`config.mk`:
```
export PLATFORM = sky130hd
export DESIGN_NAME = parallel_io_port_b
export DESIGN_NICKNAME = d
export VERILOG_FILES = /design/src/hw/parallel_io_port_b.v
export VERILOG_INCLUDE_DIRS = /design/src /design/src/hw
export SDC_FILE = /design/constraint.sdc
export NUM_CORES = 1
export LEC_CHECK = 0
export BUFFER_PORTS_ARGS = -buffer_cell sky130_fd_sc_hd__clkbuf_2
export CAP_MARGIN = 20
export CELL_PAD_IN_SITES_DETAIL_PLACEMENT = 2
export CELL_PAD_IN_SITES_GLOBAL_PLACEMENT = 2
export CORE_MARGIN = 3
export CORE_UTILIZATION = 42
export CTS_BUF_LIST = sky130_fd_sc_hd__clkbuf_8
export CTS_CLUSTER_DIAMETER = 30
export DETAILED_ROUTE_END_ITERATION = 7
export PLACE_DENSITY_LB_ADDON = 0.1
export REMOVE_ABC_BUFFERS = 1
export SYNTH_ARGS = -nofsm -noshare
export SYNTH_HDL_FRONTEND = slang
export SYNTH_SLANG_ARGS = --single-unit
```
`constraint.sdc`:
```
create_clock -name CLK -period 21.9 [get_ports CLK]
set_input_delay 6.57 -clock CLK [delete_from_list [all_inputs] [get_ports CLK]]
set_output_delay 6.57 -clock CLK [all_outputs]
set_load 0.02 [all_outputs]
```
`src/hw/pio_consts.vh`:
```
`ifndef PIO_CONSTS_VH
`define PIO_CONSTS_VH

// Register bus geometry
`define ADDR_W          4
`define DATA_W          16

// Register offsets on the plain register port
`define OFF_PA_SEL      4'h0
`define OFF_PA_DIR      4'h1
`define OFF_PA_DAT      4'h2
`define OFF_PB_SEL      4'h3
`define OFF_PB_DIR      4'h4
`define OFF_PB_DAT      4'h5
`define OFF_MASK        4'h6
`define OFF_SYSCTL      4'h7

// Reset values
`define RST_PA_SEL      16'h0000
`define RST_PA_DIR      16'h0000
`define RST_PA_DAT      16'h0000
`define RST_PB_SEL      8'h80
`define RST_PB_DIR      12'h000
`define RST_PB_DAT      12'h000
`define RST_MASK        4'h0
`define RST_SYSCTL      1'b0

// Port B pin positions: lower pins in peripheral mode, then refresh and interrupt base at bit 8
`define BIT_ACK7        0
`define BIT_ACK6        1
`define BIT_ACK1        2
`define BIT_TIMER1_INPUT        3
`define BIT_TIMER1_OUTPUT       4
`define BIT_TIMER2_INPUT        5
`define BIT_TIMER2_OUTPUT       6
`define BIT_WATCHDOG_EXPIRY_OUTPUT        7
`define BIT_REFRESH     8
`define BIT_IRQ_LO      8

// Peripheral-mode push-pull outputs on port B bits 0, 1, 2, 4 and 6
`define PB_PERIPH_DRV   8'h57

// Refresh-request select bit in the system control register
`define SYSCTL_REFRESH  0

// Level fed to a timer input while its pin is general purpose
`define TIMER_TIE       1'b0

`endif

```
`src/hw/parallel_io_port_b.v`:
```
// Operation
// - Port B has twelve pins, eight selectable
// - Bits 11..8 always general purpose, interrupting
// - Lower eight follow select, direction, data registers
// - Reset makes bit 7 watchdog open-drain
// - Peripheral order: acks, timers, watchdog
// - Timer input tied low in GP mode
// - Bit 8 doubles as refresh request
// - Direction bit clear input, set output
// - Reset clears upper direction bits
// - Reset clears the interrupt mask register
// - Data writes always load output latch
// - Read latch for outputs, pin for inputs
// - Falling edge on upper input requests interrupt
// - Fixed priority among four requests, level 4
// - Each request masked by its own bit
// - Three 16-bit registers per port
// - Reserved bits read back as zero
// - Select bit set hands pin to peripheral
// - Peripheral mode: own direction, state readback
// - Reset clears port A select and direction
`timescale 1ns/1ps
`include "pio_consts.vh"

module parallel_io_port_b #(
    parameter PA_W      = 16,
    parameter PB_W      = 12,
    parameter PB_SEL_W  = 8,
    parameter IRQ_W     = 4,
    parameter [15:0] PA_GP_TIE = 16'h0000
) (
    input  wire                 CLK,
    input  wire                 RST,
    input  wire [`ADDR_W-1:0]   ADDR,
    input  wire [`DATA_W-1:0]   WR_DATA,
    input  wire                 WR_EN,
    input  wire                 RD_EN,
    output wire [`DATA_W-1:0]   RD_DATA,
    input  wire [PA_W-1:0]      PA_PIN_IN,
    output wire [PA_W-1:0]      PA_PIN_OUT,
    output wire [PA_W-1:0]      PA_PIN_OE,
    input  wire [PA_W-1:0]      PA_PERIPH_OUT,
    input  wire [PA_W-1:0]      PA_PERIPH_OE,
    output wire [PA_W-1:0]      PA_PERIPH_IN,
    input  wire [PB_W-1:0]      PB_PIN_IN,
    output wire [PB_W-1:0]      PB_PIN_OUT,
    output wire [PB_W-1:0]      PB_PIN_OE,
    input  wire                 LEVEL7_ACK,
    input  wire                 LEVEL6_ACK,
    input  wire                 LEVEL1_ACK,
    input  wire                 TIMER1_OUT,
    input  wire                 TIMER2_OUT,
    input  wire                 WATCHDOG_EXPIRY,
    output wire                 TIMER1_IN,
    output wire                 TIMER2_IN,
    output wire                 DRAM_REFRESH_REQ,
    output wire [IRQ_W-1:0]     PIN_IRQ_REQ,
    output wire                 PIN_IRQ_ANY,
    output wire [1:0]           PIN_IRQ_ID
);

    // Push-pull peripheral pins; bit 7 stays with the watchdog,
    // which may only sink, so it never joins this mask
    localparam [7:0] PB_DRV_MASK = `PB_PERIPH_DRV;

    // Address match for one register offset
    function hit;
        input [`ADDR_W-1:0] addr;
        input [`ADDR_W-1:0] off;
        begin
            hit = (addr == off);
        end
    endfunction

    // Per-bit readback: peripheral state, latch or live pin
    function rd_bit;
        input sel;
        input dir;
        input latch;
        input pin;
        input pdrv;
        input poe;
        begin
            if (sel) begin
                rd_bit = poe ? pdrv : pin;
            end else begin
                rd_bit = dir ? latch : pin;
            end
        end
    endfunction

    // Software-visible registers
    reg [PA_W-1:0]      pa_sel_ff;
    reg [PA_W-1:0]      pa_dir_ff;
    reg [PA_W-1:0]      pa_dat_ff;
    reg [PB_SEL_W-1:0]  pb_sel_ff;
    reg [PB_W-1:0]      pb_dir_ff;
    reg [PB_W-1:0]      pb_dat_ff;
    reg [IRQ_W-1:0]     mask_ff;
    reg                 refresh_sel_ff;

    // Pin synchronisers and edge history
    reg [PA_W-1:0]      pa_s1_ff;
    reg [PA_W-1:0]      pa_s2_ff;
    reg [PB_W-1:0]      pb_s1_ff;
    reg [PB_W-1:0]      pb_s2_ff;
    reg [IRQ_W-1:0]     prev_ff;

    // Registered outputs
    reg [`DATA_W-1:0]   rd_data_ff;
    reg [PA_W-1:0]      pa_out_ff;
    reg [PA_W-1:0]      pa_oe_ff;
    reg [PA_W-1:0]      pa_pin_to_per_ff;
    reg [PB_W-1:0]      pb_out_ff;
    reg [PB_W-1:0]      pb_oe_ff;
    reg                 timer1_input_ff;
    reg                 timer2_input_ff;
    reg                 refresh_ff;
    reg [IRQ_W-1:0]     irq_ff;
    reg                 irq_any_ff;
    reg [1:0]           irq_id_ff;

    // Combinational next values
    reg [`DATA_W-1:0]   nxt_rd_data;
    reg [PA_W-1:0]      nxt_pa_out;
    reg [PA_W-1:0]      nxt_pa_oe;
    reg [PB_W-1:0]      nxt_pb_out;
    reg [PB_W-1:0]      nxt_pb_oe;
    reg [IRQ_W-1:0]     nxt_irq;
    reg [1:0]           nxt_irq_id;

    wire [PB_W-1:0]     pb_sel_full;
    wire [PB_W-1:0]     pb_pdrv;
    wire [PB_W-1:0]     pb_poe;
    wire [PA_W-1:0]     pa_rd;
    wire [PB_W-1:0]     pb_rd;
    wire [IRQ_W-1:0]    fall;
    wire [`DATA_W-1:0]  pb_sel_word;
    wire [`DATA_W-1:0]  pb_dir_word;
    wire [`DATA_W-1:0]  pb_dat_word;
    wire [`DATA_W-1:0]  mask_word;
    wire [`DATA_W-1:0]  sysctl_word;

    // Upper four pins have no select bit, so they stay GP
    assign pb_sel_full = {4'h0, pb_sel_ff};

    // Peripheral drive values in pin order
    assign pb_pdrv = {4'h0,
                      1'b0,                               // Watchdog pulls low
                      TIMER2_OUT,
                      1'b0,
                      TIMER1_OUT,
                      1'b0,
                      LEVEL1_ACK,
                      LEVEL6_ACK,
                      LEVEL7_ACK};

    // Watchdog only sinks while expired: open drain
    assign pb_poe = {4'h0,
                     WATCHDOG_EXPIRY,
                     PB_DRV_MASK[6:0]};

    // Readback per bit for both ports
    genvar gi;
    generate
        for (gi = 0; gi < PA_W; gi = gi + 1) begin : g_pa_rd
            assign pa_rd[gi] = rd_bit(pa_sel_ff[gi],
                                      pa_dir_ff[gi],
                                      pa_dat_ff[gi],
                                      pa_s2_ff[gi],
                                      PA_PERIPH_OUT[gi],
                                      PA_PERIPH_OE[gi]);
        end
        for (gi = 0; gi < PB_W; gi = gi + 1) begin : g_pb_rd
            assign pb_rd[gi] = rd_bit(pb_sel_full[gi],
                                      pb_dir_ff[gi],
                                      pb_dat_ff[gi],
                                      pb_s2_ff[gi],
                                      pb_pdrv[gi],
                                      pb_poe[gi]);
        end
    endgenerate

    // Falling edge, only on pins set as inputs
    // An output pin follows its own latch, so it must stay quiet
    assign fall = prev_ff & ~pb_s2_ff[PB_W-1:`BIT_IRQ_LO]
                  & ~pb_dir_ff[PB_W-1:`BIT_IRQ_LO];

    // Read words: reserved bits are wired to zero, never stored
    assign pb_sel_word = {{(`DATA_W-PB_SEL_W){1'b0}}, pb_sel_ff};
    assign pb_dir_word = {{(`DATA_W-PB_W){1'b0}}, pb_dir_ff};
    assign pb_dat_word = {{(`DATA_W-PB_W){1'b0}}, pb_rd};
    assign mask_word   = {{(`DATA_W-IRQ_W){1'b0}}, mask_ff};
    assign sysctl_word = {{(`DATA_W-1){1'b0}}, refresh_sel_ff};

    // Register writes; reserved bits are never stored
    always @(posedge CLK or posedge RST) begin
        if (RST) begin
            pa_sel_ff      <= `RST_PA_SEL;
            pa_dir_ff      <= `RST_PA_DIR;
            pa_dat_ff      <= `RST_PA_DAT;
            pb_sel_ff      <= `RST_PB_SEL;
            pb_dir_ff      <= `RST_PB_DIR;
            pb_dat_ff      <= `RST_PB_DAT;
            mask_ff        <= `RST_MASK;
            refresh_sel_ff <= `RST_SYSCTL;
        end else if (WR_EN) begin
            if (hit(ADDR, `OFF_PA_SEL)) begin
                pa_sel_ff <= WR_DATA[PA_W-1:0];
            end
            if (hit(ADDR, `OFF_PA_DIR)) begin
                pa_dir_ff <= WR_DATA[PA_W-1:0];
            end
            if (hit(ADDR, `OFF_PA_DAT)) begin
                pa_dat_ff <= WR_DATA[PA_W-1:0];
            end
            if (hit(ADDR, `OFF_PB_SEL)) begin
                pb_sel_ff <= WR_DATA[PB_SEL_W-1:0];
            end
            if (hit(ADDR, `OFF_PB_DIR)) begin
                pb_dir_ff <= WR_DATA[PB_W-1:0];
            end
            if (hit(ADDR, `OFF_PB_DAT)) begin
                pb_dat_ff <= WR_DATA[PB_W-1:0];
            end
            if (hit(ADDR, `OFF_MASK)) begin
                mask_ff <= WR_DATA[IRQ_W-1:0];
            end
            if (hit(ADDR, `OFF_SYSCTL)) begin
                refresh_sel_ff <= WR_DATA[`SYSCTL_REFRESH];
            end
        end
    end

    // Read mux; unmapped offsets and reserved bits give zero
    always @* begin
        nxt_rd_data = 16'h0000;
        if (RD_EN) begin
            case (ADDR)
                `OFF_PA_SEL: begin
                    nxt_rd_data = pa_sel_ff;
                end
                `OFF_PA_DIR: begin
                    nxt_rd_data = pa_dir_ff;
                end
                `OFF_PA_DAT: begin
                    nxt_rd_data = pa_rd;
                end
                `OFF_PB_SEL: begin
                    nxt_rd_data = pb_sel_word;
                end
                `OFF_PB_DIR: begin
                    nxt_rd_data = pb_dir_word;
                end
                `OFF_PB_DAT: begin
                    nxt_rd_data = pb_dat_word;
                end
                `OFF_MASK: begin
                    nxt_rd_data = mask_word;
                end
                `OFF_SYSCTL: begin
                    nxt_rd_data = sysctl_word;
                end
                default: begin
                    nxt_rd_data = 16'h0000;
                end
            endcase
        end
    end

    // Pin drive: peripheral owns direction when selected
    always @* begin
        nxt_pa_out = (pa_sel_ff & PA_PERIPH_OUT)
                     | (~pa_sel_ff & pa_dat_ff);
        nxt_pa_oe  = (pa_sel_ff & PA_PERIPH_OE)
                     | (~pa_sel_ff & pa_dir_ff);
        nxt_pb_out = (pb_sel_full & pb_pdrv)
                     | (~pb_sel_full & pb_dat_ff);
        nxt_pb_oe  = (pb_sel_full & pb_poe)
                     | (~pb_sel_full & pb_dir_ff);
    end

    // Masked requests and fixed priority, bit 11 first
    // A masked edge is dropped, not held pending
    always @* begin
        nxt_irq    = fall & mask_ff;
        nxt_irq_id = 2'h0;
        if (nxt_irq[3]) begin
            nxt_irq_id = 2'h3;
        end else if (nxt_irq[2]) begin
            nxt_irq_id = 2'h2;
        end else if (nxt_irq[1]) begin
            nxt_irq_id = 2'h1;
        end else begin
            nxt_irq_id = 2'h0;
        end
    end

    // Two-stage pin synchronisers; only stage two is read
    always @(posedge CLK or posedge RST) begin
        if (RST) begin
            pa_s1_ff <= 16'h0000;
            pa_s2_ff <= 16'h0000;
            pb_s1_ff <= 12'h000;
            pb_s2_ff <= 12'h000;
            prev_ff  <= 4'h0;
        end else begin
            pa_s1_ff <= PA_PIN_IN;
            pa_s2_ff <= pa_s1_ff;
            pb_s1_ff <= PB_PIN_IN;
            pb_s2_ff <= pb_s1_ff;
            // History follows the pin so one edge gives one pulse
            prev_ff  <= pb_s2_ff[PB_W-1:`BIT_IRQ_LO];
        end
    end

    // Output flops: a one-cycle lag buys glitch-free pins
    // Reset levels equal the idle levels, so release is quiet
    always @(posedge CLK or posedge RST) begin
        if (RST) begin
            rd_data_ff       <= 16'h0000;
            pa_out_ff        <= 16'h0000;
            pa_oe_ff         <= 16'h0000;
            pa_pin_to_per_ff <= 16'h0000;
            pb_out_ff        <= 12'h000;
            pb_oe_ff         <= 12'h000;
            timer1_input_ff          <= `TIMER_TIE;
            timer2_input_ff          <= `TIMER_TIE;
            refresh_ff       <= 1'b0;
            irq_ff           <= 4'h0;
            irq_any_ff       <= 1'b0;
            irq_id_ff        <= 2'h0;
        end else begin
            rd_data_ff <= nxt_rd_data;
            pa_out_ff  <= nxt_pa_out;
            pa_oe_ff   <= nxt_pa_oe;
            // Deselected peripheral inputs see a fixed level
            pa_pin_to_per_ff <= (pa_sel_ff & pa_s2_ff)
                                | (~pa_sel_ff & PA_GP_TIE);
            pb_out_ff  <= nxt_pb_out;
            pb_oe_ff   <= nxt_pb_oe;
            timer1_input_ff    <= pb_sel_ff[`BIT_TIMER1_INPUT]
                          ? pb_s2_ff[`BIT_TIMER1_INPUT]
                          : `TIMER_TIE;
            timer2_input_ff    <= pb_sel_ff[`BIT_TIMER2_INPUT]
                          ? pb_s2_ff[`BIT_TIMER2_INPUT]
                          : `TIMER_TIE;
            // Refresh use leaves the GP function of bit 8 intact
            refresh_ff <= refresh_sel_ff
                          & pb_s2_ff[`BIT_REFRESH];
            irq_ff     <= nxt_irq;
            irq_any_ff <= |nxt_irq;
            irq_id_ff  <= nxt_irq_id;
        end
    end

    assign RD_DATA          = rd_data_ff;
    assign PA_PIN_OUT       = pa_out_ff;
    assign PA_PIN_OE        = pa_oe_ff;
    assign PA_PERIPH_IN     = pa_pin_to_per_ff;
    assign PB_PIN_OUT       = pb_out_ff;
    assign PB_PIN_OE        = pb_oe_ff;
    assign TIMER1_IN        = timer1_input_ff;
    assign TIMER2_IN        = timer2_input_ff;
    assign DRAM_REFRESH_REQ = refresh_ff;
    assign PIN_IRQ_REQ      = irq_ff;
    assign PIN_IRQ_ANY      = irq_any_ff;
    assign PIN_IRQ_ID       = irq_id_ff;

endmodule // parallel_io_port_b

```
==> impl_metrics.csv, run 1 <==
group,metric,value,unit
floorplan,ios,188,
synthesis,synth_top_cell_by_area,"dfrtp_1",
synthesis,muxShareOfSynthArea,19.0,%
routing,dr.pass1.iters,6,
setup_path,rr_startpoint,"pb_dir_ff[11]$_DFFE_PP0P_",
setup_path,r2r-end,"RD_DATA[11]$_DFF_PP0_",
clock_network,numCtsBuffers,52,
final_layout,syn_to_final_growth,25.4,%
global_route,grt_pass1_wl,43100,um
placed_design,port_buffers,187,
clock_network,ctsHtreeMaxLevel,2,
synthesis,yosys.area_share.simple,6.25,%
synthesis,synth_top_area_share,66.1,%
routing,via_per_inst,5.31,
clock_network,clock_path_buffers,3,
synthesis,postSynthAreaPerCell,14.9,um^2
synthesis,yosys_warnings,0,
sta,worstMarginPinSlew,0.981,ns
final_layout,drive_gt1_share,47.8,%
sta,period_minus_slack,8.83,ns
routing,wl,26800,um
sta,rsz0062_at_grt,"no",
placed_design,pre_cts_slack,12.49,ns
sta,setup_viol,0,
setup_path,critical_path_required,22.33,ns
synthesis,synthCells,614,
placed_design,dp_cells,1061,
sta,timing.hold.ws,0.347,ns
setup_path,r2r_setup_slack,20.34,ns
routing,ant_nets,0,
synthesis,synth_ff_type,"dfrtp_1",
synthesis,async_flop_share,100,%
setup_path,reg2regPathDepth,3,
final_layout,n_antenna_cell,0,
final_layout,multi_input_area,0.00293,mm^2
routing,vias,6137,
synthesis,synth_compound_area_share,6.70,%
setup_path,critPathArrivalTime,9.25,ns
clock_network,cts_sinks,243,
synthesis,synth-seq-area-share,66.4,%
global_route,grt_max_degree,104,
clock_network,cts-root-buf,"clkbuf_8",
global_route,grt_overflow,0,
setup_path,crit_path_end_kind,"flip-flop",
placed_design,routabilityCongestion,0.771,
clock_network,cts.clk_slew.worst_paths,0.06,ns
final_layout,regArea,0.00608,mm^2
clock_network,cts_resized,0,
floorplan,initial_core_util,43.2,%
synthesis,syn_area,0.00916,mm^2
floorplan,die_h,154,um
synthesis,synth_xor_area_share,0,%
routing,drc,0,
pwr,power.density,115,mW/mm^2
setup_path,crit_fanout,21,
sta,fin_tns_setup,0,ns
sta,final-max-slew-violation-count,0,
synthesis,synth_cell_types,43,
routing,wire_per_inst,23.2,um
clock_network,post_cts_buffers,0,
floorplan,rows,53,
hold_path,worstHoldPathCells,0,
synthesis,synth-edff-count,0,
floorplan,die_area,0.0236,mm^2
hold_path,hp-class,"reg -> reg",
hold_path,min_from,"pb_s1_ff[9]$_DFF_PP0_",
sta,relSlewSlack,34.4,%
sta,fmax,113,MHz
synthesis,synth_top_family_by_area,"multiplexers",
final_layout,fillCellCount,2011,
sta,fin_ws,13.07,ns
pwr,power.total,0.00132,W
hold_path,whs_endpoint,"pb_s2_ff[9]$_DFF_PP0_",
clock_network,worstSkewPairLatency,0.56,ns
clock_network,cts_hold_buf,0,
global_route,grt_pass1_vias,7379,
synthesis,synth_common_cells,"dfrtp_1, mux2_2, nand2_1, and2_1, mux2i_1",
pwr,peakVddDrop,0.0504,mV
sta,final-hold-violation-count,0,
sta,fin_crit_sh,40.3,%
synthesis,synth_adder_area_share,0,%
final_layout,nNetsFinal,930,
floorplan,core,0.0212,mm^2
setup_path,worst_setup_path_start_kind,"input pin",
pwr,total_leakage_power,5.57,nW
placed_design,dp_hpwl,17600,um
sta,finalClockSkew,0.0219,ns
global_route,track_usage,23.1,%
synthesis,synth.most_common_cell,"dfrtp_1",
run_status,outcome,"finished clean",
synthesis,ys_ff_latch,243,
synthesis,netlist_top_cells_area,"dfrtp_1, mux2_2, mux2i_1",
routing,drtIter0Drc,239,
global_route,grt_antenna_before_repair,0,
final_layout,stdcell_count,1155,
job,max_cap_violations,0,
setup_path,critPathKind,"in -> reg",
floorplan,die_w,154,um
clock_network,cts_tree,"built",
==> cell families (layout without fill, tap and decap cells) <==
| group | Yosys count | after routing |
|---|---|---|
| buffers and inverters | 32 | 298 |
| AOI/OAI and AO/OA | 86 | 86 |
| and+or+nand+nor | 100 | 100 |
| muxes | 153 | 153 |
| DFF | 243 | 243 |
==> metrics by stage <==
stage,util [%],cell area [um^2]
after floorplan,-,9060
after global placement,48.9,10400
after detailed placement,48.9,10400
after CTS,54.2,11500
after global routing,54.2,11500
final,54.2,11500
==> worst max-delay path: stages <==
cell and delay, ns:
clkbuf_2 0.45, nor2b_1 0.47, and3_1 0.66, nand2_1 0.63
mux2_2 0.47
==> state kept, by name, indices dropped and copies added, names as in the netlist, 8 cells and up <==
name,count
pa_sel_ff,16
pa_dat_ff,16
pa_s2_ff,16
pb_s1_ff,12
PB_PIN_OE,12
PA_PERIPH_IN,16
pb_s2_ff,12
pb_dat_ff,12
PB_PIN_OUT,12
PA_PIN_OUT,16
pa_dir_ff,16
pb_dir_ff,12
PA_PIN_OE,16
pb_sel_ff,8
RD_DATA,16
pa_s1_ff,16
==> power breakdown <==
group	leakage [nW]	switching (W)	internal, W	total [W]
registers	2.99	0.0000664	0.000526	0.000592
logic	1.96	0.000117	0.000101	0.000217
clock network	0.622	0.000204	0.000309	0.000512
==> cell type report <==
class	instances	share of cell area (%)
Timing Repair Buffer	190	8.34
Inverter	14	0.523
Clock inverter	31	2.22
Tap cell	275	2.99
Clock buffer	63	7.54
Multi-Input combinational cell	339	25.5
Sequential cell	243	52.9
==> placed cells by master, fill, tap and decap left out, types with 11 or more instances in the layout <==
cell type / Yosys / final
a31oi_1: 12 / 12
inv_1: 13 / 24
clkbuf_2: 0 / 187
dfrtp_1: 242 / 242
o211ai_1: 16 / 16
nand2_1: 24 / 24
a22oi_1: 12 / 12
mux2i_1: 18 / 18
mux2_2: 124 / 124
clkbuf_8: 0 / 63
and2_1: 20 / 20
o21ai_0: 11 / 11
==> per-layer routing <==
| layer | vias up | global-route usage [%] | wire length [um] |
|---|---|---|---|
| li1 | 2682 | - | - |
| met1 | 3240 | 29.0 | 10900 |
| met2 | 183 | 41.3 | 14200 |
| met3 | 32 | 4.78 | 1380 |
| met4 | 0 | 5.34 | 391 |
| met5 | - | 0 | 0 |
==> worst max path at each step <==
| stage | from | end | slack, ns |
|---|---|---|---|
| CTS | ADDR[2] | pb_dat_ff[3]$_DFFE_PP0P_ | 13.08 |
| global route | ADDR[2] | pb_dat_ff[3]$_DFFE_PP0P_ | 12.95 |
| detailed placement | ADDR[2] | pb_dat_ff[11]$_DFFE_PP0P_ | 12.49 |
| floorplan | RST | DRAM_REFRESH_REQ$_DFF_PP0_ | 8.66 |
| global placement | ADDR[2] | pb_dat_ff[5]$_DFFE_PP0P_ | 12.62 |
| finish | ADDR[2] | pb_dat_ff[3]$_DFFE_PP0P_ | 13.07 |
Note: power is estimated with default switching activity, not from simulation.
==> inputs of run 2 (changes only) <==
--- a/config.mk
+++ b/config.mk
@@ -11,7 +11,7 @@
 export CELL_PAD_IN_SITES_DETAIL_PLACEMENT = 2
 export CELL_PAD_IN_SITES_GLOBAL_PLACEMENT = 2
 export CORE_MARGIN = 3
-export CORE_UTILIZATION = 42
+export CORE_UTILIZATION = 35
 export CTS_BUF_LIST = sky130_fd_sc_hd__clkbuf_8
 export CTS_CLUSTER_DIAMETER = 30
 export DETAILED_ROUTE_END_ITERATION = 7
==> constraint.sdc (replaced) <==
create_clock -name CLK -period 7.15 [get_ports CLK]
set_input_delay 2.145 -clock CLK [delete_from_list [all_inputs] [get_ports CLK]]
set_output_delay 2.145 -clock CLK [all_outputs]
set_load 0.02 [all_outputs]
==> run 2 against run 1 <==
- wire length shrank 0.21%
- worst hold slack lost 0.0061 ns
- critical path depth did not move
- die area is 19% higher
- combinational power rose to 3.1 times the previous value
- first-iteration DRC count rose by 51%
- cell count grew 6.0%
- global-route usage decreased by 3.8 points
- cell area rose by 3.3%
- non-clock buffer count shrank 1
- clock power rose to 3.8 times the previous value
- worst setup slack lost 10 ns
- largest cell class unchanged
==> impl_metrics.csv, run 2 (synthesis results as in run 1) <==
group,metric,value,unit
pwr,switching_share,28.0,%
sta,worstMarginPinSlew,1.01,ns
floorplan,die_w,168,um
global_route,grt_max_degree,139,
pwr,power.switching,0.00123,W
placed_design,dp_cells,1115,
routing,vias,6073,
job,max_cap_violations,0,
setup_path,critical_path_required,7.61,ns
setup_path,worst_setup_path_start_kind,"input pin",
sta,final-hold-violation-count,0,
pwr,p_int,0.00316,W
final_layout,most-common-layout-cells,"dfrtp_1, clkbuf_2, mux2_2, clkbuf_8, nand2_1",
final_layout,final_common_cell,"dfrtp_1",
final_layout,nNetsFinal,937,
clock_network,numCtsBuffers,60,
clock_network,worstSkewPairLatency,0.58,ns
floorplan,die_h,168,um
pwr,total_leakage_power,5.68,nW
final_layout,stdcell_count,1224,
clock_network,cts_sinks,243,
floorplan,die_area,0.0282,mm^2
sta,setup_viol,0,
pwr,clockPowerShare,43.8,%
clock_network,ctsHtreeMaxLevel,2,
clock_network,cts_resized,0,
setup_path,crit_path_end_kind,"flip-flop",
pwr,power_frac_seq,41.1,%
sta,period_minus_slack,4.47,ns
sta,finalClockSkew,0.0242,ns
placed_design,pre_cts_slack,2.12,ns
pwr,power.density,370,mW/mm^2
setup_path,critPathArrivalTime,4.93,ns
setup_path,crit_fanout,21,
placed_design,routabilityCongestion,0.768,
routing,wl,26800,um
sta,final-max-slew-violation-count,0,
routing,wire_per_inst,21.9,um
floorplan,core,0.0255,mm^2
sta,fin_ws,2.68,ns
global_route,grt_antenna_before_repair,0,
global_route,grt_overflow,0,
setup_path,reg2regPathDepth,3,
sta,rsz0062_at_grt,"no",
final_layout,syn_to_final_growth,29.5,%
sta,fmax,224,MHz
setup_path,critPathCapture,"pb_dat_ff[3]$_DFFE_PP0P_",
routing,dr.pass1.iters,4,
final_layout,final_core_util,46.6,%
sta,timing.hold.ws,0.341,ns
routing,drc,0,
clock_network,clock_path_buffers,3,
floorplan,rows,58,
sta,fin_crit_sh,62.5,%
run_status,outcome,"finished clean",
global_route,grt_pass1_wl,42600,um
setup_path,r2r-end,"RD_DATA[11]$_DFF_PP0_",
final_layout,drive_gt1_share,49.3,%
pwr,combinationalPowerShare,15.0,%
setup_path,critPathKind,"in -> reg",
floorplan,initial_core_util,36.0,%
routing,ant_nets,0,
global_route,track_usage,19.3,%
clock_network,post_cts_buffers,0,
routing,drtIter0Drc,362,
clock_network,cts_tree,"built",
floorplan,ios,188,
pwr,peakVddDrop,0.180,mV
routing,via_per_inst,4.96,
setup_path,r2r_setup_slack,5.56,ns
clock_network,cts-root-buf,"clkbuf_8",
hold_path,hp-class,"reg -> reg",
placed_design,port_buffers,187,
setup_path,crit_start,"ADDR[2]",
clock_network,cts_hold_buf,0,
final_layout,n_antenna_cell,0,
sta,relSlewSlack,32.7,%
placed_design,dp_hpwl,17600,um
global_route,grt_pass1_vias,7193,
setup_path,rr_startpoint,"pb_dir_ff[11]$_DFFE_PP0P_",
clock_network,cts.clk_slew.worst_paths,0.06,ns
run 2: power groups by stage:
| stage | registers, W | logic, W | clock network, W |
|---|---|---|---|
| finish | 0.00181 | 0.000662 | 0.00193 |
| global route | 0.00184 | 0.000718 | 0.00207 |
| CTS | 0.00181 | 0.000677 | 0.00199 |
| detailed placement | 0.00183 | 0.000669 | 0 |
| global placement | 0.00181 | 0.000647 | 0 |
| floorplan | 0.00189 | 0.000306 | 0 |
run 2: worst min-delay path by stage:
| stage | endpoint | slack, ns | cells after the start | start |
|---|---|---|---|---|
| finish | pa_s2_ff[6]$_DFF_PP0_ | 0.34 | 0 | pa_s1_ff[6]$_DFF_PP0_ |
| global route | pa_s2_ff[14]$_DFF_PP0_ | 0.36 | 0 | pa_s1_ff[14]$_DFF_PP0_ |
| CTS | pa_s2_ff[9]$_DFF_PP0_ | 0.33 | 0 | pa_s1_ff[9]$_DFF_PP0_ |
| detailed placement | pa_s2_ff[10]$_DFF_PP0_ | 0.34 | 0 | pa_s1_ff[10]$_DFF_PP0_ |
| global placement | pa_s2_ff[14]$_DFF_PP0_ | 0.33 | 0 | pa_s1_ff[14]$_DFF_PP0_ |
| floorplan | pa_s2_ff[0]$_DFF_PP0_ | 0.33 | 0 | pa_s1_ff[0]$_DFF_PP0_ |
run 2: worst max-delay path: stages:
cell and delay [ns]:
clkbuf_2 0.45, nor2b_1 0.47, and3_1 0.73, nand2_1 0.65, mux2_2 0.48
run 2: area by class of cell:
type,instances,area [um^2]
timing repair buffer,189,963
tap,330,413
multi-input combinational,339,2930
inverter,14,60.1
clock buffer,72,991
clock inverter,37,433
sequential,243,6080
fill,2508,13600
run 2: metal layers:
layer  GRT usage, %  vias to the layer above  wire length (um)
li1               -                     2698                 -
met1           25.1                     3145             11400
met2           32.9                      182             13400
met3           3.97                       48              1350
met4           5.44                        0               577
met5              0                        -                 0
run 2: through the flow:
stage / TNS (ns) / instance area [um^2] / total power [W]
final: 0 / 11900 / 0.00440
after global routing: 0 / 11900 / 0.00463
after CTS: 0 / 11900 / 0.00448
after detailed placement: 0 / 10400 / 0.00250
after global placement: 0 / 10400 / 0.00246
after floorplan: -403.30 / 9060 / 0.00220
==> inputs of run 3 (changes only) <==
--- a/config.mk
+++ b/config.mk
@@ -11,7 +11,7 @@
 export CELL_PAD_IN_SITES_DETAIL_PLACEMENT = 2
 export CELL_PAD_IN_SITES_GLOBAL_PLACEMENT = 2
 export CORE_MARGIN = 3
-export CORE_UTILIZATION = 35
+export CORE_UTILIZATION = 39
 export CTS_BUF_LIST = sky130_fd_sc_hd__clkbuf_8
 export CTS_CLUSTER_DIAMETER = 30
 export DETAILED_ROUTE_END_ITERATION = 7
==> constraint.sdc (replaced) <==
create_clock -name CLK -period 4.5 [get_ports CLK]
set_input_delay 1.35 -clock CLK [delete_from_list [all_inputs] [get_ports CLK]]
set_output_delay 1.35 -clock CLK [all_outputs]
set_load 0.02 [all_outputs]
==> run 3 against run 2 <==
- sequential share of layout area is 0.16 points higher
- power rose by 58%
- highest routed layer unchanged
- worst setup slack got worse by 1.2 ns
- critical path depth is 1 lower
- largest cell class unchanged
- critical endpoint is now pb_dir_ff[7]$_DFFE_PP0P_
==> impl_metrics.csv, run 3 (synthesis results as in run 1) <==
group,metric,value,unit
placed_design,port_buffers,187,
final_layout,drive_gt1_share,49.4,%
sta,rsz0062_at_grt,"no",
routing,drc,0,
sta,finalClockSkew,0.0204,ns
sta,worstMarginPinSlew,0.961,ns
clock_network,cts-root-buf,"clkbuf_8",
floorplan,core,0.0228,mm^2
setup_path,worst_setup_path_start_kind,"input pin",
floorplan,rows,55,
sta,period_minus_slack,3.00,ns
placed_design,placed_area,0.0105,mm^2
setup_path,reg2regPathDepth,3,
clock_network,numCtsBuffers,55,
pwr,clockPowerShare,43.4,%
run_status,outcome,"finished clean",
global_route,grt_overflow,0,
routing,wire_per_inst,22.7,um
final_layout,final_cell_area,0.0118,mm^2
final_layout,nNetsFinal,937,
pwr,total_leakage_power,5.64,nW
clock_network,cts.clk_slew.worst_paths,0.06,ns
sta,fmax,333,MHz
job,max_cap_violations,0,
floorplan,die_w,159,um
setup_path,r2r-end,"RD_DATA[11]$_DFF_PP0_",
final_layout,fillCellCount,2204,
global_route,grt_antenna_before_repair,0,
routing,via_per_inst,5.07,
pwr,power_frac_seq,41.2,%
setup_path,critPathKind,"in -> reg",
sta,timing.hold.ws,0.341,ns
clock_network,cts_tree,"built",
setup_path,crit_path_end_kind,"flip-flop",
pwr,peakVddDrop,0.317,mV
hold_path,min_from,"pa_s1_ff[14]$_DFF_PP0_",
hold_path,worstHoldPathCells,0,
placed_design,routabilityCongestion,0.774,
floorplan,die_area,0.0254,mm^2
clock_network,clock_path_buffers,3,
routing,wl,27300,um
setup_path,critical_path_required,4.93,ns
sta,fin_tns_setup,0,ns
sta,fin_ws,1.50,ns
global_route,grt_pass1_wl,43600,um
setup_path,crit_fanout,21,
final_layout,syn_to_final_growth,29.1,%
placed_design,dp_hpwl,17700,um
routing,drtIter0Drc,256,
sta,relSlewSlack,35.8,%
pwr,power.switching,0.00195,W
clock_network,cts_sinks,243,
setup_path,r2r_setup_slack,3.01,ns
floorplan,initial_core_util,40.1,%
pwr,p_int,0.00500,W
pwr,switching_share,28.0,%
clock_network,post_cts_buffers,0,
global_route,grt_pass1_vias,7320,
sta,fin_crit_sh,66.8,%
placed_design,pre_cts_slack,0.898,ns
final_layout,most-common-layout-cells,"dfrtp_1, clkbuf_2, mux2_2, clkbuf_8, nand2_1",
pwr,combinationalPowerShare,15.4,%
clock_network,ctsHtreeMaxLevel,2,
clock_network,cts_hold_buf,0,
setup_path,critPathArrivalTime,3.44,ns
setup_path,rr_startpoint,"pb_dir_ff[11]$_DFFE_PP0P_",
routing,ant_nets,0,
floorplan,ios,188,
routing,dr.pass1.iters,4,
routing,vias,6100,
hold_path,hp-class,"reg -> reg",
hold_path,whs_endpoint,"pa_s2_ff[14]$_DFF_PP0_",
sta,final-max-slew-violation-count,0,
clock_network,worstSkewPairLatency,0.57,ns
pwr,power.density,588,mW/mm^2
global_route,grt_max_degree,109,
floorplan,die_h,159,um
sta,final-hold-violation-count,0,
global_route,track_usage,22.0,%
final_layout,final_common_cell,"dfrtp_1",
sta,setup_viol,0,
clock_network,cts_resized,0,
pwr,power.total,0.00695,W
## run 3: cell types whose count changed in the layout (fill, tap and decap cells not counted), sizes merged, moves of 2 or more
cell,before,now
clkbuf,259,251
buf,2,7
clkinvlp,9,13
inv,21,17
clkinv,12,9
bufinv,9,11
## run 3: routing by layer
metal	track usage [%]	up-vias	part of all wire (%)
li1	-	2696	-
met1	27.0	3168	40
met2	38.9	188	53
met3	4.68	48	5.4
met4	7.04	0	1.8
met5	0	-	0
## run 3: critical path: stages
cell and delay [ns]:
clkbuf_2 0.46, nor2b_1 0.48, nand3_1 0.64, mux2_2 0.50
## run 3: how the worst max path moves through the flow
stage	to	start
final	pb_dir_ff[7]$_DFFE_PP0P_	ADDR[2]
after global routing	pb_dir_ff[7]$_DFFE_PP0P_	ADDR[2]
after CTS	pb_dat_ff[11]$_DFFE_PP0P_	ADDR[2]
after detailed placement	pb_dir_ff[6]$_DFFE_PP0P_	ADDR[2]
after global placement	pb_dat_ff[10]$_DFFE_PP0P_	ADDR[2]
after floorplan	DRAM_REFRESH_REQ$_DFF_PP0_	RST
## run 3: stage by stage
step | std cells | util, %
global route | 1203 | 51.8
floorplan | 596 | -
finish | 1204 | 51.8
CTS | 1203 | 51.8
global placement | 1103 | 45.8
detailed placement | 1103 | 45.8
## run 3: power groups by stage
stage / clock network (W) / logic [W] / registers [W]
2_1_floorplan: 0 / 0.000486 / 0.00300
3_3_place_gp: 0 / 0.00103 / 0.00287
3_5_place_dp: 0 / 0.00107 / 0.00290
4_1_cts: 0.00310 / 0.00109 / 0.00287
5_1_grt: 0.00322 / 0.00116 / 0.00292
6_report: 0.00302 / 0.00107 / 0.00287
## run 3: final cells by class
class	count	area (um^2)	share of cell area, %
flip-flops and latches	243	6080	51.4
well taps	313	392	3.31
clock inverters	36	488	4.12
repair buffers	194	1000	8.46
inverters	14	60.1	0.508
multi-input cells	339	2930	24.7
diodes	1	2.50	0.0212
clock buffers	64	881	7.45
